### src/design/ubrx_defines.svh
/*
 * Constants of the baud generator and asynchronous receiver:
 * register addresses, bit positions, reset values and clock figures.
 * Assumes inclusion by the package and the design file only.
 */
`ifndef UBRX_DEFINES_SVH
`define UBRX_DEFINES_SVH

`define UBRX_ADDR_RCV_STAT 8'h13
`define UBRX_ADDR_RCV_BYTE 8'h14
`define UBRX_ADDR_XMT_STAT 8'h15
`define UBRX_ADDR_PERIPH_FLAGS 8'h16
`define UBRX_ADDR_DIVISOR 8'h17
`define UBRX_ADDR_INT_ENABLES 8'h18

`define UBRX_BIT_PORT_EN 7
`define UBRX_BIT_NINE_SEL 6
`define UBRX_BIT_SINGLE_EN 5
`define UBRX_BIT_CONT_EN 4
`define UBRX_BIT_FRAME_ERR 2
`define UBRX_BIT_OVERRUN 1
`define UBRX_BIT_NINTH 0
`define UBRX_BIT_SYNC 4
`define UBRX_BIT_MASTER 7
`define UBRX_BIT_RCV_FLAG 0
`define UBRX_BIT_XMT_FLAG 1
`define UBRX_BIT_RCV_IE 0

`define UBRX_RST_PERIPH_FLAGS 8'h02
`define UBRX_RST_XMT_STAT 8'h02
`define UBRX_RST_ZERO 8'h00
`define UBRX_RST_FLAGS_UPPER 7'h01

`define UBRX_ASYNC_PRESCALE 6'h03
`define UBRX_SYNC_PRESCALE 6'h00
`define UBRX_OVS_LAST 4'hF
`define UBRX_VOTE_FIRST 4'h6
`define UBRX_VOTE_MID 4'h7
`define UBRX_VOTE_LAST 4'h8
`define UBRX_DATA_BITS 4'h8
`define UBRX_NINE_BITS 4'h9

`endif

### src/design/ubrx_pkg.sv
/*
 * Types shared by the receiver design.
 * Assumes ubrx_defines.svh is on the include path.
 */
package ubrx_pkg;
  `include "ubrx_defines.svh"

  typedef enum logic [1:0] {
    UBRX_IDLE = 2'b00,
    UBRX_START = 2'b01,
    UBRX_DATA = 2'b10,
    UBRX_STOP = 2'b11
  } ubrx_state_e;

  typedef struct packed {
    logic [7:0] addr;
    logic [7:0] wdata;
    logic wr;
    logic rd;
  } ubrx_bus_s;

  typedef struct packed {
    logic ninth;
    logic frame_err;
    logic [7:0] data;
  } ubrx_char_s;
endpackage : ubrx_pkg

### src/design/ubrx_receiver.sv
/*
 * Baud rate generator and asynchronous receiver with a two-deep FIFO,
 * overrun and framing detection and a receive interrupt request.
 * Assumes a register master on mclk_i and a receive pin from outside.
 */
// Overview of operation
// - a free-running 8-bit baud timer is reloaded from the divisor register
// - async rate is clock/(64(X+1)), sync rate is clock/(X+1), X 0..255
// - formulas apply only to async and sync master with internal clock
// - writing the divisor loads the baud timer with the written value at once
// - async reception runs only while continuous-receive enable is set
// - pin is oversampled at sixteen times the bit rate; shifter steps per bit
// - after the stop bit the character enters the FIFO and sets the flag
// - interrupt request is flag AND enable
// - receive flag is read only; cleared once the FIFO is empty
// - data register is a two-entry FIFO read in arrival order
// - full FIFO at a further stop bit sets overrun and drops the character
// - while overrun is set no character enters the FIFO
// - overrun clears only when the receive logic is reset by its enable
// - framing error flags a character whose stop bit samples low
// - framing flag and ninth bit travel with each character in the FIFO
// - each bit is a majority of samples at oversample ticks seven to nine
// - the oversample clock runs freely; samples recur every sixteen ticks
// - with nine-bit select a ninth bit is received and shown in status
// - clearing both receive enables or port enable resets the receive logic
`timescale 1ns/1ns

module ubrx_receiver
  import ubrx_pkg::*;
(
  input wire logic mclk_i, // 100 MHz system clock
  input wire logic resetn_i, // asynchronous reset, active low
  input wire logic clk_en_i, // freezes all state while low
  input wire logic [7:0] reg_addr_i, // register address
  input wire logic [7:0] reg_wdata_i, // register write data
  input wire logic reg_wr_i, // write strobe
  input wire logic reg_rd_i, // read strobe
  output logic [7:0] reg_rdata_o, // read data, cycle after strobe
  input wire logic receive_line_pin_i, // serial receive pin
  output logic rcv_irq_o // receive interrupt request
);

  // ----------------------------------------------------------------
  // bus and pin capture
  // ----------------------------------------------------------------
  ubrx_bus_s bus;
  assign bus = '{addr: reg_addr_i, wdata: reg_wdata_i, wr: reg_wr_i, rd: reg_rd_i};

  logic pin_meta_reg;
  logic pin_sync_reg;
  always_ff @(posedge mclk_i or negedge resetn_i) begin
    if (!resetn_i) begin
      pin_meta_reg <= 1'b1;
      pin_sync_reg <= 1'b1;
    end else if (clk_en_i) begin
      pin_meta_reg <= receive_line_pin_i;
      pin_sync_reg <= pin_meta_reg;
    end
  end

  // ----------------------------------------------------------------
  // control registers
  // ----------------------------------------------------------------
  logic port_enable_reg;
  logic nine_bit_select_reg;
  logic single_receive_enable_reg;
  logic continuous_receive_enable_reg;
  logic [7:0] xmt_stat_reg;
  logic [7:0] baud_divisor_reg;
  logic receive_int_enable_reg;
  logic [7:0] int_enables_upper_reg;
  logic [6:0] flags_upper_reg;

  logic wr_stat;
  logic wr_div;
  assign wr_stat = bus.wr && (bus.addr == `UBRX_ADDR_RCV_STAT);
  assign wr_div = bus.wr && (bus.addr == `UBRX_ADDR_DIVISOR);

  always_ff @(posedge mclk_i or negedge resetn_i) begin
    if (!resetn_i) begin
      port_enable_reg <= 1'b0;
      nine_bit_select_reg <= 1'b0;
      single_receive_enable_reg <= 1'b0;
      continuous_receive_enable_reg <= 1'b0;
      xmt_stat_reg <= `UBRX_RST_XMT_STAT;
      baud_divisor_reg <= `UBRX_RST_ZERO;
      receive_int_enable_reg <= 1'b0;
      int_enables_upper_reg <= `UBRX_RST_ZERO;
      flags_upper_reg <= `UBRX_RST_FLAGS_UPPER;
    end else if (clk_en_i) begin
      if (wr_stat) begin
        port_enable_reg <= bus.wdata[`UBRX_BIT_PORT_EN];
        nine_bit_select_reg <= bus.wdata[`UBRX_BIT_NINE_SEL];
        single_receive_enable_reg <= bus.wdata[`UBRX_BIT_SINGLE_EN];
        continuous_receive_enable_reg <= bus.wdata[`UBRX_BIT_CONT_EN];
      end else if (bus.wr && bus.addr == `UBRX_ADDR_XMT_STAT) begin
        xmt_stat_reg <= bus.wdata;
      end else if (wr_div) begin
        baud_divisor_reg <= bus.wdata;
      end else if (bus.wr && bus.addr == `UBRX_ADDR_INT_ENABLES) begin
        receive_int_enable_reg <= bus.wdata[`UBRX_BIT_RCV_IE];
        int_enables_upper_reg <= bus.wdata;
      end else if (bus.wr && bus.addr == `UBRX_ADDR_PERIPH_FLAGS) begin
        flags_upper_reg <= bus.wdata[7:1]; // receive flag bit is not writable
      end
    end
  end

  logic sync_mode;
  logic sync_master;
  logic rx_run;
  logic rx_reset;
  assign sync_mode = xmt_stat_reg[`UBRX_BIT_SYNC];
  assign sync_master = xmt_stat_reg[`UBRX_BIT_MASTER];
  assign rx_run = port_enable_reg && !sync_mode && continuous_receive_enable_reg;
  assign rx_reset = !port_enable_reg ||
                    (!single_receive_enable_reg && !continuous_receive_enable_reg);

  // ----------------------------------------------------------------
  // baud generator: prescaler then 8-bit reload timer
  // ----------------------------------------------------------------
  logic [5:0] prescale_reg;
  logic [7:0] baud_timer_reg;
  logic ovs_tick;
  logic gen_active;
  logic [5:0] prescale_last;
  assign gen_active = !sync_mode || sync_master;
  assign prescale_last = sync_mode ? `UBRX_SYNC_PRESCALE : `UBRX_ASYNC_PRESCALE;
  assign ovs_tick = gen_active && (prescale_reg == prescale_last) &&
                    (baud_timer_reg == `UBRX_RST_ZERO);

  always_ff @(posedge mclk_i or negedge resetn_i) begin
    if (!resetn_i) begin
      prescale_reg <= 6'h00;
    end else if (clk_en_i) begin
      if (wr_div || !gen_active || prescale_reg == prescale_last) begin
        prescale_reg <= 6'h00;
      end else begin
        prescale_reg <= prescale_reg + 6'h01;
      end
    end
  end

  always_ff @(posedge mclk_i or negedge resetn_i) begin
    if (!resetn_i) begin
      baud_timer_reg <= `UBRX_RST_ZERO;
    end else if (clk_en_i) begin
      if (wr_div) begin
        baud_timer_reg <= bus.wdata; // loaded count restarts a full period
      end else if (gen_active && prescale_reg == prescale_last) begin
        if (baud_timer_reg == `UBRX_RST_ZERO) begin
          baud_timer_reg <= baud_divisor_reg; // free-running reload
        end else begin
          baud_timer_reg <= baud_timer_reg - 8'h01;
        end
      end
    end
  end

  // ----------------------------------------------------------------
  // oversampling front end and majority vote
  // ----------------------------------------------------------------
  logic [3:0] ovs_phase_reg;
  logic [2:0] samples_reg;
  logic vote;
  assign vote = (samples_reg[0] & samples_reg[1]) | (samples_reg[1] & samples_reg[2]) |
                (samples_reg[0] & samples_reg[2]);

  always_ff @(posedge mclk_i or negedge resetn_i) begin
    if (!resetn_i) begin
      samples_reg <= 3'b111;
    end else if (clk_en_i && ovs_tick) begin
      if (ovs_phase_reg == `UBRX_VOTE_FIRST || ovs_phase_reg == `UBRX_VOTE_MID ||
          ovs_phase_reg == `UBRX_VOTE_LAST) begin
        samples_reg <= {samples_reg[1:0], pin_sync_reg};
      end
    end
  end

  // ----------------------------------------------------------------
  // receive state machine and shift register
  // ----------------------------------------------------------------
  ubrx_state_e state_reg;
  logic [8:0] receive_shift_register_reg;
  logic [3:0] bit_cnt_reg;
  logic bit_done;
  logic char_done;
  logic stop_ok;
  assign bit_done = ovs_tick && (ovs_phase_reg == `UBRX_OVS_LAST);
  assign char_done = bit_done && (state_reg == UBRX_STOP);
  assign stop_ok = vote;

  always_ff @(posedge mclk_i or negedge resetn_i) begin
    if (!resetn_i) begin
      ovs_phase_reg <= 4'h0;
    end else if (clk_en_i) begin
      if (rx_reset) begin
        ovs_phase_reg <= 4'h0;
      end else if (state_reg == UBRX_IDLE && rx_run && ovs_tick && !pin_sync_reg) begin
        ovs_phase_reg <= 4'h1; // start edge aligns the phase
      end else if (ovs_tick) begin
        ovs_phase_reg <= ovs_phase_reg + 4'h1; // wraps every sixteen ticks
      end
    end
  end

  always_ff @(posedge mclk_i or negedge resetn_i) begin
    if (!resetn_i) begin
      state_reg <= UBRX_IDLE;
      bit_cnt_reg <= 4'h0;
      receive_shift_register_reg <= 9'h000;
    end else if (clk_en_i) begin
      if (rx_reset || !rx_run) begin
        state_reg <= UBRX_IDLE;
        bit_cnt_reg <= 4'h0;
      end else begin
        case (state_reg)
          UBRX_IDLE: begin
            if (ovs_tick && !pin_sync_reg) begin
              state_reg <= UBRX_START;
            end
          end
          UBRX_START: begin
            if (bit_done) begin
              state_reg <= vote ? UBRX_IDLE : UBRX_DATA; // false start rejected
              bit_cnt_reg <= 4'h0;
            end
          end
          UBRX_DATA: begin
            if (bit_done) begin
              receive_shift_register_reg <= {vote, receive_shift_register_reg[8:1]};
              bit_cnt_reg <= bit_cnt_reg + 4'h1;
              if (bit_cnt_reg + 4'h1 ==
                  (nine_bit_select_reg ? `UBRX_NINE_BITS : `UBRX_DATA_BITS)) begin
                state_reg <= UBRX_STOP;
              end
            end
          end
          UBRX_STOP: begin
            if (bit_done) begin
              state_reg <= UBRX_IDLE;
            end
          end
          default: state_reg <= UBRX_IDLE;
        endcase
      end
    end
  end

  // ----------------------------------------------------------------
  // character FIFO and overrun
  // ----------------------------------------------------------------
  ubrx_char_s fifo_mem [0:1];
  ubrx_char_s new_char;
  logic rd_ptr_reg;
  logic wr_ptr_reg;
  logic [1:0] count_reg;
  logic overrun_flag_reg;
  logic push;
  logic pop;
  logic fifo_full;

  // nine-bit chars are LSB first, eight-bit ones sit one place higher
  assign new_char.data = nine_bit_select_reg ? receive_shift_register_reg[7:0] :
                                               receive_shift_register_reg[8:1];
  assign new_char.ninth = nine_bit_select_reg & receive_shift_register_reg[8];
  assign new_char.frame_err = !stop_ok;
  assign fifo_full = count_reg[1];
  assign push = char_done && !fifo_full && !overrun_flag_reg;
  assign pop = bus.rd && (bus.addr == `UBRX_ADDR_RCV_BYTE) && (count_reg != 2'b00);

  always_ff @(posedge mclk_i) begin
    if (clk_en_i && push) begin
      fifo_mem[wr_ptr_reg] <= new_char;
    end
  end

  always_ff @(posedge mclk_i or negedge resetn_i) begin
    if (!resetn_i) begin
      rd_ptr_reg <= 1'b0;
      wr_ptr_reg <= 1'b0;
      count_reg <= 2'b00;
    end else if (clk_en_i) begin
      if (rx_reset) begin
        rd_ptr_reg <= 1'b0;
        wr_ptr_reg <= 1'b0;
        count_reg <= 2'b00;
      end else begin
        if (push) begin
          wr_ptr_reg <= !wr_ptr_reg;
        end
        if (pop) begin
          rd_ptr_reg <= !rd_ptr_reg; // arrival order
        end
        if (push && !pop) begin
          count_reg <= count_reg + 2'b01;
        end else if (pop && !push) begin
          count_reg <= count_reg - 2'b01;
        end
      end
    end
  end

  always_ff @(posedge mclk_i or negedge resetn_i) begin
    if (!resetn_i) begin
      overrun_flag_reg <= 1'b0;
    end else if (clk_en_i) begin
      if (char_done && fifo_full) begin
        overrun_flag_reg <= 1'b1; // char dropped
      end else if (rx_reset) begin
        overrun_flag_reg <= 1'b0;
      end
    end
  end

  // ----------------------------------------------------------------
  // status, interrupt and read data
  // ----------------------------------------------------------------
  ubrx_char_s head;
  logic receive_int_flag;
  assign head = fifo_mem[rd_ptr_reg];
  assign receive_int_flag = (count_reg != 2'b00); // clears when FIFO empties

  logic [7:0] stat_view;
  logic [7:0] flags_view;
  logic [7:0] ie_view;
  always_comb begin
    stat_view = `UBRX_RST_ZERO;
    stat_view[`UBRX_BIT_PORT_EN] = port_enable_reg;
    stat_view[`UBRX_BIT_NINE_SEL] = nine_bit_select_reg;
    stat_view[`UBRX_BIT_SINGLE_EN] = single_receive_enable_reg;
    stat_view[`UBRX_BIT_CONT_EN] = continuous_receive_enable_reg;
    stat_view[`UBRX_BIT_OVERRUN] = overrun_flag_reg;
    stat_view[`UBRX_BIT_FRAME_ERR] = receive_int_flag & head.frame_err;
    stat_view[`UBRX_BIT_NINTH] = receive_int_flag & head.ninth;
    flags_view = {flags_upper_reg, receive_int_flag};
    ie_view = {int_enables_upper_reg[7:1], receive_int_enable_reg};
  end

  always_ff @(posedge mclk_i or negedge resetn_i) begin
    if (!resetn_i) begin
      rcv_irq_o <= 1'b0;
    end else if (clk_en_i) begin
      rcv_irq_o <= receive_int_flag && receive_int_enable_reg;
    end
  end

  always_ff @(posedge mclk_i or negedge resetn_i) begin
    if (!resetn_i) begin
      reg_rdata_o <= `UBRX_RST_ZERO;
    end else if (clk_en_i) begin
      if (!bus.rd) begin
        reg_rdata_o <= `UBRX_RST_ZERO;
      end else if (bus.addr == `UBRX_ADDR_RCV_STAT) begin
        reg_rdata_o <= stat_view;
      end else if (bus.addr == `UBRX_ADDR_RCV_BYTE) begin
        reg_rdata_o <= receive_int_flag ? head.data : `UBRX_RST_ZERO;
      end else if (bus.addr == `UBRX_ADDR_XMT_STAT) begin
        reg_rdata_o <= xmt_stat_reg;
      end else if (bus.addr == `UBRX_ADDR_PERIPH_FLAGS) begin
        reg_rdata_o <= flags_view;
      end else if (bus.addr == `UBRX_ADDR_DIVISOR) begin
        reg_rdata_o <= baud_divisor_reg;
      end else if (bus.addr == `UBRX_ADDR_INT_ENABLES) begin
        reg_rdata_o <= ie_view;
      end else begin
        reg_rdata_o <= `UBRX_RST_ZERO;
      end
    end
  end

endmodule : ubrx_receiver

### config.mk
export PLATFORM = sky130hd
export DESIGN_NAME = ubrx_receiver
export DESIGN_NICKNAME = d
export VERILOG_FILES = /design/src/design/ubrx_pkg.sv /design/src/design/ubrx_receiver.sv
export VERILOG_INCLUDE_DIRS = /design/src /design/src/design
export SDC_FILE = /design/constraint.sdc
export NUM_CORES = 1
export LEC_CHECK = 0
export BUFFER_PORTS_ARGS = -buffer_cell sky130_fd_sc_hd__buf_4
export CAP_MARGIN = 20
export CORE_ASPECT_RATIO = 0.6
export CORE_MARGIN = 2
export CORE_UTILIZATION = 50
export CTS_CLUSTER_DIAMETER = 200
export DETAILED_ROUTE_END_ITERATION = 10
export PLACE_DENSITY_LB_ADDON = 0.1
export SLEW_MARGIN = 20
export SYNTH_ARGS = -nofsm -noshare
export SYNTH_HDL_FRONTEND = slang
export SYNTH_SLANG_ARGS = --single-unit
### constraint.sdc
create_clock -name mclk_i -period 2.9 [get_ports mclk_i]
set_clock_uncertainty 0.2 [all_clocks]
set_input_delay 0.58 -clock mclk_i [delete_from_list [all_inputs] [get_ports mclk_i]]
set_output_delay 0.58 -clock mclk_i [all_outputs]
set_load 0.03 [all_outputs]
Yosys cells after proc, flatten, opt, wreduce, memory -nomap -nowiden
Memory sizes are Yosys's and may differ from the RTL's.
Cells that the tools add are included.
{"block": "totals", "regBits": 88, "ram_bits": 20, "out_inout_bits": 9, "mem_count": 1, "word_cells": 177, "input_bits": 22}
{"block": "op_classes", "n_bitwise": 13, "mux": 41, "eq_ne": 20, "add_sub_neg": 6, "n_reduce_logical": 72}
{"name": "fifo_mem", "depth": 2, "width": 10, "read_ports": 1, "rd_ports_with_merged_regs": 0, "wr": 1, "line_no": "ubrx_receiver.sv:253", "rtl": "ubrx_char_s fifo_mem [0:1];"}
{"op": "$mux 8", "n": 12}
{"op": "$eq 8x5->1 const B", "n": 6}
{"op": "$logic_and 1x1->1", "n": 26}
{"op": "$mux 4", "n": 6}
{"op": "$mux 2", "n": 11}
{"op": "$reduce_and 2->1", "n": 8}
{"op": "$logic_not 1->1", "n": 14}
{"op": "$reduce_and 4->1", "n": 3}
{"op": "$reduce_and 6->1", "n": 2}
{"op": "$reduce_bool 2->1", "n": 5}
{"op": "$mux 1", "n": 9}
{"op": "$ne 3x3->1 const B", "n": 3}
{"op": "$reduce_bool 3->1", "n": 3}
{"op": "$add 4x1->4 const B", "n": 2}
{"op": "$eq 4x3->1 const B", "n": 2}
{"op": "$eq 4x4->1 const B", "n": 2}
{"op": "$logic_not 8->1", "n": 1}
{"op": "$pmux 2 s4", "n": 1}
{"op": "$pmux 4 s2", "n": 1}
{"op": "$sub 8x1->8 const B", "n": 1}
{"op": "$logic_or 1x1->1", "n": 7}
{"op": "$add 6x1->6 const B", "n": 1}
{"op": "$and 1x1->1", "n": 6}
{"op": "$eq 6x2->1", "n": 1}
{"op": "13 further kinds", "n": 19}

Longest topological paths before layout
Gate-level depths: netlist of the first run.
{"block": "logic_depth", "word_depth": 13, "depth_mapped": 8, "ltp_nobuf": 7}

Least setup slack after synthesis of the first run
No wires, ideal clock.
{"block": "synth_timing", "path_type": "reg2reg", "from": "register baud_timer_reg[2]", "to": "memory fifo_mem[1][0] in the netlist's numbering (enable)", "path_stages_with_launch": 7, "synth_period_minus_slack_ps": 2703, "t_arrival_ps": 2127, "slack_ps": 197, "required_time_ps": 2324, "n_path_buf": 2, "setup_ps": 376, "path_cell_list": "dfrtp_1 -> clkbuf_1 -> nor4_1 -> o2111a_1 -> buf_2 -> nand4_1 -> nor2_1"}
{"block": "synth_between", "elab_chain_cells": 9}
{"item": "from (decl)", "line_no": "ubrx_receiver.sv:123", "rtl": "logic [7:0] baud_timer_reg;"}
{"item": "from (signal assigned)", "line_no": "ubrx_receiver.sv:146", "rtl": "baud_timer_reg <= `UBRX_RST_ZERO;"}
{"item": "from (signal assigned)", "line_no": "ubrx_receiver.sv:149", "rtl": "baud_timer_reg <= bus.wdata;"}
{"item": "from (signal assigned)", "line_no": "ubrx_receiver.sv:152", "rtl": "baud_timer_reg <= baud_divisor_reg;"}
{"item": "$logic_not 8->1 (no line)"}
{"item": "$logic_and 1x1->1", "line_no": "ubrx_receiver.sv:129", "rtl": "assign ovs_tick = gen_active && (prescale_reg == prescale_last) &&"}
{"item": "$logic_and 1x1->1", "line_no": "ubrx_receiver.sv:189", "rtl": "assign bit_done = ovs_tick && (ovs_phase_reg == `UBRX_OVS_LAST);"}
{"item": "$logic_and 1x1->1", "line_no": "ubrx_receiver.sv:190", "rtl": "assign char_done = bit_done && (state_reg == UBRX_STOP);"}
{"item": "$logic_and 1x1->1 (2 in series)", "line_no": "ubrx_receiver.sv:269", "rtl": "assign push = char_done && !fifo_full && !overrun_flag_reg;"}
{"item": "$logic_and 1x1->1", "line_no": "ubrx_receiver.sv:273", "rtl": "if (clk_en_i && push) begin"}
{"item": "$mux 1", "line_no": "ubrx_receiver.sv:273"}
{"item": "$mux 1 (not written as such)", "line_no": "ubrx_receiver.sv:274", "rtl": "fifo_mem[wr_ptr_reg] <= new_char;"}
{"item": "to (decl)", "line_no": "ubrx_receiver.sv:253"}
Every way passes these cells.

Final worst setup path of the first run
{"block": "layout_timing", "from": "input reg_addr_i[7]", "to": "register reg_rdata_o[3]"}
{"block": "layout_between", "elab_chain_cells": 8, "elab_cells_between_ends": 13, "cone_classes": "6 x eq/ne; 7 x mux"}
{"item": "from (decl)", "line_no": "ubrx_receiver.sv:34", "rtl": "input wire logic [7:0] reg_addr_i,"}
{"item": "$eq 8x5->1 (no line)"}
{"item": "$mux 8", "line_no": "ubrx_receiver.sv:364", "rtl": "end else if (bus.addr == `UBRX_ADDR_INT_ENABLES) begin"}
{"item": "$mux 8", "line_no": "ubrx_receiver.sv:362", "rtl": "end else if (bus.addr == `UBRX_ADDR_DIVISOR) begin"}
{"item": "$mux 8", "line_no": "ubrx_receiver.sv:360", "rtl": "end else if (bus.addr == `UBRX_ADDR_PERIPH_FLAGS) begin"}
{"item": "$mux 8", "line_no": "ubrx_receiver.sv:358", "rtl": "end else if (bus.addr == `UBRX_ADDR_XMT_STAT) begin"}
{"item": "$mux 8", "line_no": "ubrx_receiver.sv:356", "rtl": "end else if (bus.addr == `UBRX_ADDR_RCV_BYTE) begin"}
{"item": "$mux 8 *", "line_no": "ubrx_receiver.sv:354", "rtl": "end else if (bus.addr == `UBRX_ADDR_RCV_STAT) begin"}
{"item": "$mux 8 *", "line_no": "ubrx_receiver.sv:352", "rtl": "if (!bus.rd) begin"}
{"item": "to (signal assigned)", "line_no": "ubrx_receiver.sv:353", "rtl": "reg_rdata_o <= `UBRX_RST_ZERO;"}
{"item": "to (signal assigned)", "line_no": "ubrx_receiver.sv:355", "rtl": "reg_rdata_o <= stat_view;"}
{"item": "to (signal assigned)", "line_no": "ubrx_receiver.sv:357", "rtl": "reg_rdata_o <= receive_int_flag ? head.data : `UBRX_RST_ZERO;"}
{"item": "to (decl)", "line_no": "ubrx_receiver.sv:38", "rtl": "output logic [7:0] reg_rdata_o,"}
Every way passes the cells marked *; elsewhere a longest branch is shown, timed or not.
A chain may end at the register's enable or synchronous reset.

==> results of run 1 <==
report_power, final:
part           internal, W  leakage [nW]  switching, W
Sequential         0.00161          1.38      0.000116
Clock             0.000703         0.160      0.000622
Combinational     0.000220          1.25      0.000253
Total              0.00253          2.79      0.000991
kinds of logic after synthesis:
kind of cell | share of synthesized area [%]
AND/OR/NAND/NOR | 14.22
AO/OA/AOI/OAI | 15.42
flip-flops | 50.42
multiplexers | 14.17
buffers and inverters | 2.762
XOR/XNOR | 1.426
adder cells (fa/ha/maj) | 1.585
layout make-up:
cell class | instances | area [um^2] | area share [%]
clock buffer | 9 | 225.2 | 3.516
clock inverter | 7 | 107.6 | 1.680
inverter | 16 | 60.06 | 0.9375
multi-input combinational | 347 | 2587 | 40.39
sequential | 107 | 2786 | 43.50
tap | 139 | 173.9 | 2.715
timing repair buffer | 57 | 465.4 | 7.266
per-stage QoR:
| step | std cells | worst slack (ns) | setup TNS, ns |
|---|---|---|---|
| after CTS | 682 | 0.3192 | 0 |
| final | 682 | 0.2952 | 0 |
| after detailed placement | 666 | -0.01039 | -0.01039 |
| after global routing | 682 | 0.1920 | 0 |
| after global placement | 666 | -0.01967 | -0.01967 |
| after floorplan | 491 | 0.1968 | 0 |
synth_stat cells, types with 4 or more instances:
| master | n |
|---|---|
| sky130_fd_sc_hd__nand2b_1 | 7 |
| sky130_fd_sc_hd__ha_1 | 7 |
| sky130_fd_sc_hd__nor3_1 | 6 |
| sky130_fd_sc_hd__inv_1 | 14 |
| sky130_fd_sc_hd__a21oi_1 | 17 |
| sky130_fd_sc_hd__mux2_2 | 58 |
| sky130_fd_sc_hd__o2bb2ai_1 | 13 |
| sky130_fd_sc_hd__mux2i_1 | 13 |
| sky130_fd_sc_hd__buf_2 | 8 |
| sky130_fd_sc_hd__xnor2_1 | 5 |
| sky130_fd_sc_hd__o21a_1 | 5 |
| sky130_fd_sc_hd__nor2b_1 | 5 |
| sky130_fd_sc_hd__nor4_1 | 4 |
| sky130_fd_sc_hd__dfrtp_1 | 80 |
| sky130_fd_sc_hd__o21ai_0 | 29 |
| sky130_fd_sc_hd__a22o_1 | 5 |
| sky130_fd_sc_hd__dfstp_2 | 7 |
| sky130_fd_sc_hd__xor2_1 | 4 |
| sky130_fd_sc_hd__o32ai_1 | 6 |
| sky130_fd_sc_hd__edfxtp_1 | 20 |
| sky130_fd_sc_hd__clkbuf_1 | 9 |
| sky130_fd_sc_hd__and3_1 | 5 |
| sky130_fd_sc_hd__nor2_1 | 23 |
| sky130_fd_sc_hd__nand2_1 | 38 |
| sky130_fd_sc_hd__nand3_1 | 18 |
| sky130_fd_sc_hd__a31oi_1 | 8 |
| sky130_fd_sc_hd__a222oi_1 | 5 |
| sky130_fd_sc_hd__a221oi_1 | 4 |
path summary, 6_finish.rpt:
kind                                         start                       endpoint  depth (start not counted)
worst min register to register     xmt_stat_reg[3]                xmt_stat_reg[3]                          1
worst max register to register   baud_timer_reg[0]                 fifo_mem[0][6]                          7
min in group mclk_i             receive_line_pin_i                   pin_meta_reg                          2
max in group asynchronous                 resetn_i                xmt_stat_reg[1]                          2
worst min-delay path                      resetn_i  receive_shift_register_reg[3]                          1
worst max-delay path                 reg_addr_i[7]                 reg_rdata_o[3]                          7
per-layer routing:
| metal | GRT usage [%] | routed length [um] | share of wire, % |
|---|---|---|---|
| met5 | 0 | 0 | 0 |
| met3 | 4.910 | 782 | 5.8 |
| met4 | 6.091 | 164 | 1.2 |
| met1 | 38.01 | 6920 | 51 |
| met2 | 32.37 | 5697 | 42 |
worst register-to-register path: cells and delay by family, from the launching register on:
| family | cells | cell delay [ns] |
|---|---|---|
| DFF | 1 | 0.43 |
| adders and majority gates | 1 | 0.20 |
| AOI/OAI and AO/OA | 1 | 0.41 |
| buffers and inverters | 2 | 0.32 |
| and+or+nand+nor | 3 | 0.69 |
==> reports/results.tsv, run 1 <==
stage	metric	value	unit
outcome	outcome	complete, no violations	
drt	Post-route DRC	0	
die	placeable core region	10670	um^2
global_route	initial antenna violation count	0	
clock_network	depth of the CTS H-tree	3	
final_layout	Largest register FFs	20	
final_layout	Ant. Diodes	0	
die	std cell rows	29	
clock_network	clock root buffer	sky130_fd_sc_hd__clkbuf_16	
worst_setup_path	arrival time of data at the critical path endpoint	2.65	ns
final_layout	number of nets in the layout	567	
yosys	Avg Cell Area, Syn	11.26	um^2
yosys	net count of the mapped netlist	520	
drt	first-pass detailed-route iteration total	4	
sta	fmax	383.9	MHz
final_layout	top library cells by usage in the layout, fill and taps aside	80 x sky130_fd_sc_hd__dfrtp_1, 58 x sky130_fd_sc_hd__mux2_2, 54 x sky130_fd_sc_hd__buf_4, 38 x sky130_fd_sc_hd__nand2_1, 29 x sky130_fd_sc_hd__o21ai_0	
sta	hold violation count in the final report	0	
drt	Antenna Nets Post-Route	0	
clock_network	CTS Buf Count	9	
sta	RSZ-0062 raised after global routing	false	
placement	final weighted congestion in routability-driven placement	0.9009	
final_layout	share of final-layout standard cells stronger than drive strength 1	28.18	%
global_route	overflow left after global routing	0	
clock_network	Clk Latency, worst-skew pair	0.35	ns
global_route	global-route wire length before repair	22.07	mm
die	die footprint	11940	um^2
power_and_ir_drop	overall power of the completed layout	0.003526	W
sta	Max Slew Vio Count	0	
sta	final setup fails	0	
drt	routed via count	4227	
clock_network	number of clock sinks seen by CTS	107	
yosys	number of enable flip-flop cells after synthesis	20	
yosys	Yosys warning count	0	
drt	post-detailed-route wirelength per cell	19.89	um
power_and_ir_drop	Leak Pwr	2.791	nW
placement	detailed placement HPWL	9.933	mm
yosys	Async S/R FF share, synth	81.31	%
yosys	Cell Area, Synth	5527	um^2
final_layout	final standard cell area without fillers	6406	um^2
final_layout	fraction of the core area covered by cells at the end of the flow	60.05	%
clock_network	count of instances resized after the clock tree is built	0	
worst_setup_path	highest cell delay on the worst timing path	0.61	ns
sta	portion of the clock cycle consumed by the worst path in the final layout	89.82	%
worst_setup_path	classification of the worst setup path	in -> reg	
global_route	largest net degree at the start of global routing	51	
yosys	Post-synth top flop	sky130_fd_sc_hd__dfrtp_1	
worst_hold_path	Worst Hold Class	in -> async	
worst_setup_path	kind of capture point of the worst setup path	flop	
clock_network	TritonCTS clock tree	done	
yosys	area fraction of the dominant cell type after synthesis	36.22	%
worst_setup_path	type of element launching the critical path	input port	
die	die width	139.7	um
sta	final critical path time including I/O delays and setup	2.605	ns
final_layout	most frequent standard cell in the layout excluding fill and tap cells	sky130_fd_sc_hd__dfrtp_1	
drt	via count normalized by instance count	6.198	
clock_network	Hold Buf Count CTS	0	
die	number of top-level pins	31	
yosys	flop and latch count out of synthesis	107	
worst_setup_path	most prevalent standard cell on the critical path	sky130_fd_sc_hd__buf_4	
worst_setup_path	CP max stage cell	sky130_fd_sc_hd__or4b_1	
worst_setup_path	slack of the worst reg-to-reg path	0.36	ns
worst_setup_path	crit-path cells	buf_4 > or4b_1 > or2_1 > buf_4 > a221oi_1 > a21oi_1 > o31ai_1	
yosys	biggest area contributors in the synthesized netlist	sky130_fd_sc_hd__dfrtp_1 36%, sky130_fd_sc_hd__mux2_2 12%, sky130_fd_sc_hd__edfxtp_1 11%, sky130_fd_sc_hd__dfstp_2 3.3%, sky130_fd_sc_hd__o21ai_0 2.6%	
clock_network	Bufs on Longest Clock Path	2	
placement	total placed instance area	6073	um^2
yosys	cell type contributing the most total cell area after synthesis	sky130_fd_sc_hd__dfrtp_1	
worst_setup_path	worst endpoint required time	2.95	ns
clock_network	post-CTS setup-driven buffer insertion count	0	
drt	number of DRC violations after detailed-routing iteration 0	389	
worst_setup_path	sum of buffers and inverters on the critical path	2	
flow_run	number of max-cap violations	0	
final_layout	layout overhead on the synthesized area	15.92	%
yosys	number of library cell types mapped by synthesis	70	
sta	transition at the pin with the smallest max-transition slack	0.5710	ns
yosys	gate count after technology mapping	491	
sta	max-slew headroom at the worst pin	61.53	%
yosys	part of the Yosys area used for sequential elements	50.42	%
worst_setup_path	Crit path max-delay family	simple AND/OR/NAND/NOR gates	
power_and_ir_drop	largest voltage drop on the vdd net	0.4250	mV
die	y dimension of the die	85.44	um
drt	Total Wirelength	13.56	mm
placement	count of input and output buffers	30	
global_route	vias in the first global route	3989	
power_and_ir_drop	total power per unit cell area	550.4	nW/um^2
clock_network	register clock-pin slew on the reported worst setup and hold paths	0.08	ns
sta	post-route worst hold slack	0.002249	ns
final_layout	number of filler instances in the final layout	909	
worst_setup_path	peak fanout along the critical path	8	
global_route	Tot GR Track Use	23.70	%
die	Initial Utilization	51.81	%
No activity file was read; power rests on OpenSTA's default activity.
==> inputs of run 2 (changes only) <==
Settings changed: CORE_MARGIN 2 to 8, CORE_UTILIZATION 50 to 55.
==> run 2 against run 1 <==
Against the previous run:
- the flow now finishes with violations (hold timing)
- first-iteration DRC count increased by 8.5%
- worst setup slack improved by 0.027 ns
- critical path depth shrank 2
- design area decreased by 1.3%
- largest cell class unchanged
- highest routed layer unchanged
==> reports/results.tsv, run 2 (same netlist as run 1, synthesis figures left out) <==
stage	metric	value	unit
clock_network	Hold Buf Count CTS	0	
sta	max-slew headroom at the worst pin	57.60	%
worst_setup_path	highest cell delay on the worst timing path	0.72	ns
worst_setup_path	crit path from	reg_addr_i[7]	
die	std cell rows	28	
sta	portion of the clock cycle consumed by the worst path in the final layout	88.90	%
sta	fmax	387.9	MHz
worst_hold_path	Worst Hold Class	in -> async	
clock_network	register clock-pin slew on the reported worst setup and hold paths	0.08	ns
final_layout	area taken by flip-flops and latches	2786	um^2
drt	post-detailed-route wirelength per cell	20.41	um
die	die footprint	13620	um^2
clock_network	count of instances resized after the clock tree is built	0	
final_layout	layout overhead on the synthesized area	14.38	%
power_and_ir_drop	switching power as a share of total power	28.72	%
sta	hold violation count in the final report	6	
drt	Post-route DRC	0	
global_route	overflow left after global routing	0	
placement	final weighted congestion in routability-driven placement	0.8858	
drt	Antenna Nets Post-Route	0	
final_layout	most frequent standard cell in the layout excluding fill and tap cells	sky130_fd_sc_hd__dfrtp_1	
final_layout	Ant. Diodes	0	
clock_network	number of clock sinks seen by CTS	107	
worst_setup_path	worst reg2reg path endpoint	fifo_mem[0][5]	
power_and_ir_drop	Clk network pwr share	35.6	%
placement	detailed placement HPWL	10.00	mm
drt	first-pass detailed-route iteration total	5	
final_layout	number of nets in the layout	564	
global_route	most used routing layer	met1	
worst_setup_path	classification of the worst setup path	in -> reg	
sta	post-route worst hold slack	-0.01256	ns
drt	routed via count	4223	
sta	transition at the pin with the smallest max-transition slack	0.6294	ns
clock_network	depth of the CTS H-tree	3	
worst_setup_path	peak fanout along the critical path	8	
clock_network	Clk Latency, worst-skew pair	0.35	ns
die	number of top-level pins	31	
worst_setup_path	R2R cell count	7	
sta	final critical path time including I/O delays and setup	2.578	ns
drt	number of DRC violations after detailed-routing iteration 0	422	
global_route	met3 track demand over resource	6.123	%
outcome	violated checks	hold timing	
die	Initial Utilization	56.34	%
final_layout	Largest register FFs	20	
global_route	Global Route met2 Usage	30.07	%
final_layout	number of filler instances in the final layout	767	
global_route	largest net degree at the start of global routing	48	
clock_network	Bufs on Longest Clock Path	2	
power_and_ir_drop	Comb pwr share	14.0	%
power_and_ir_drop	Leak Pwr	2.758	nW
final_layout	top library cells by usage in the layout, fill and taps aside	80 x sky130_fd_sc_hd__dfrtp_1, 58 x sky130_fd_sc_hd__mux2_2, 53 x sky130_fd_sc_hd__buf_4, 38 x sky130_fd_sc_hd__nand2_1, 29 x sky130_fd_sc_hd__o21ai_0	
worst_setup_path	arrival time of data at the critical path endpoint	2.61	ns
power_and_ir_drop	overall power of the completed layout	0.003432	W
die	die width	145.4	um
power_and_ir_drop	total power per unit cell area	543.0	nW/um^2
power_and_ir_drop	largest voltage drop on the vdd net	0.3403	mV
final_layout	multi-input logic area	2587	um^2
global_route	Tot GR Track Use	20.79	%
placement	count of input and output buffers	30	
die	y dimension of the die	93.65	um
sta	Max Slew Vio Count	0	
power_and_ir_drop	switching power	0.0009859	W
clock_network	TritonCTS clock tree	done	
sta	final setup fails	0	
power_and_ir_drop	cell-internal power	0.002446	W
drt	Total Wirelength	13.78	mm
flow_run	number of max-cap violations	0	
worst_setup_path	Critical Path Sink	baud_divisor_reg[7]	
die	placeable core region	9809	um^2
drt	via count normalized by instance count	6.256	
sta	RSZ-0062 raised after global routing	false	
global_route	vias in the first global route	4203	
worst_setup_path	worst endpoint required time	2.93	ns
clock_network	CTS Buf Count	9	
worst_setup_path	launch instance of the worst register-to-register path	baud_timer_reg[0]	
global_route	global-route wire length before repair	22.47	mm
outcome	outcome	finished with violations	
worst_setup_path	type of element launching the critical path	input port	
global_route	M1 GR Usage	30.26	%
worst_setup_path	crit-path cells	buf_4 > or4b_1 > or2_1 > nor3_4 > mux2_2	
global_route	initial antenna violation count	0	
worst_setup_path	kind of capture point of the worst setup path	flop	
clock_network	post-CTS setup-driven buffer insertion count	0	
worst_setup_path	slack of the worst reg-to-reg path	0.36	ns
worst_setup_path	CP max stage cell	sky130_fd_sc_hd__or4b_1	
clock_network	clock root buffer	sky130_fd_sc_hd__clkbuf_16	
power_and_ir_drop	sequential group share of total power	50.4	%
final_layout	share of final-layout standard cells stronger than drive strength 1	27.78	%
-- run 2: cell types whose count changed in the layout (fill, tap and decap cells not counted), sizes merged --
cell      change
inv           +2
clkinvlp      +1
buf           -3
clkinv        -2
bufinv        -1
-- run 2: area by class of cell --
| cell class | instances | area share (%) |
|---|---|---|
| flip-flops and latches | 107 | 44.08 |
| multi-input cells | 347 | 40.93 |
| repair buffers | 54 | 6.611 |
| clock buffers | 9 | 3.563 |
| well taps | 135 | 2.672 |
| clock inverters | 7 | 1.188 |
| inverters | 16 | 0.9501 |
-- run 2: per-layer routing --
| layer | share of wire (%) | wire length [um] |
|---|---|---|
| met1 | 49 | 6783 |
| met2 | 42 | 5766 |
| met3 | 7.9 | 1088 |
| met4 | 1.0 | 138 |
| met5 | 0 | 0 |
-- run 2: critical path, delay by kind of cell --
family,cells,cell delay [ns]
and+or+nand+nor,3,1.53
muxes,1,0.39
buffers and inverters,1,0.10
-- run 2: power by group through the flow --
stage | Clock (W) | Combinational [W] | Sequential [W]
floorplan | 0 | 0.000325 | 0.00171
global placement | 0 | 0.000460 | 0.00175
detailed placement | 0 | 0.000469 | 0.00175
CTS | 0.00124 | 0.000474 | 0.00172
global route | 0.00130 | 0.000532 | 0.00174
finish | 0.00122 | 0.000480 | 0.00173
-- run 2: how the worst min path moves through the flow --
stage | startpoint | end | slack (ns) | depth (start not counted)
3_5_place_dp | reg_rdata_o[4] | reg_rdata_o[4] | 0.28 | 2
6_report | resetn_i | receive_shift_register_reg[3] | -0.01 | 1
4_1_cts | resetn_i | receive_shift_register_reg[3] | 0.004 | 1
3_3_place_gp | reg_rdata_o[4] | reg_rdata_o[4] | 0.29 | 2
2_1_floorplan | resetn_i | baud_divisor_reg[0] | 0.08 | 0
5_1_grt | resetn_i | receive_shift_register_reg[3] | 0.03 | 1
-- run 2: per-stage QoR --
| stage | instance area, um^2 | instances | setup WS [ns] | utilization [%] | TNS, ns |
|---|---|---|---|---|---|
| 6_report | 6321 | 675 | 0.3219 | 64.44 | 0 |
| 5_1_grt | 6321 | 675 | 0.1466 | 64.44 | 0 |
| 4_1_cts | 6321 | 675 | 0.3355 | 64.44 | 0 |
| 3_5_place_dp | 6021 | 659 | -0.03133 | 61.38 | -0.1267 |
| 3_3_place_gp | 6021 | 659 | 0.02352 | 61.38 | 0 |
| 2_1_floorplan | 5527 | 491 | 0.1968 | - | 0 |
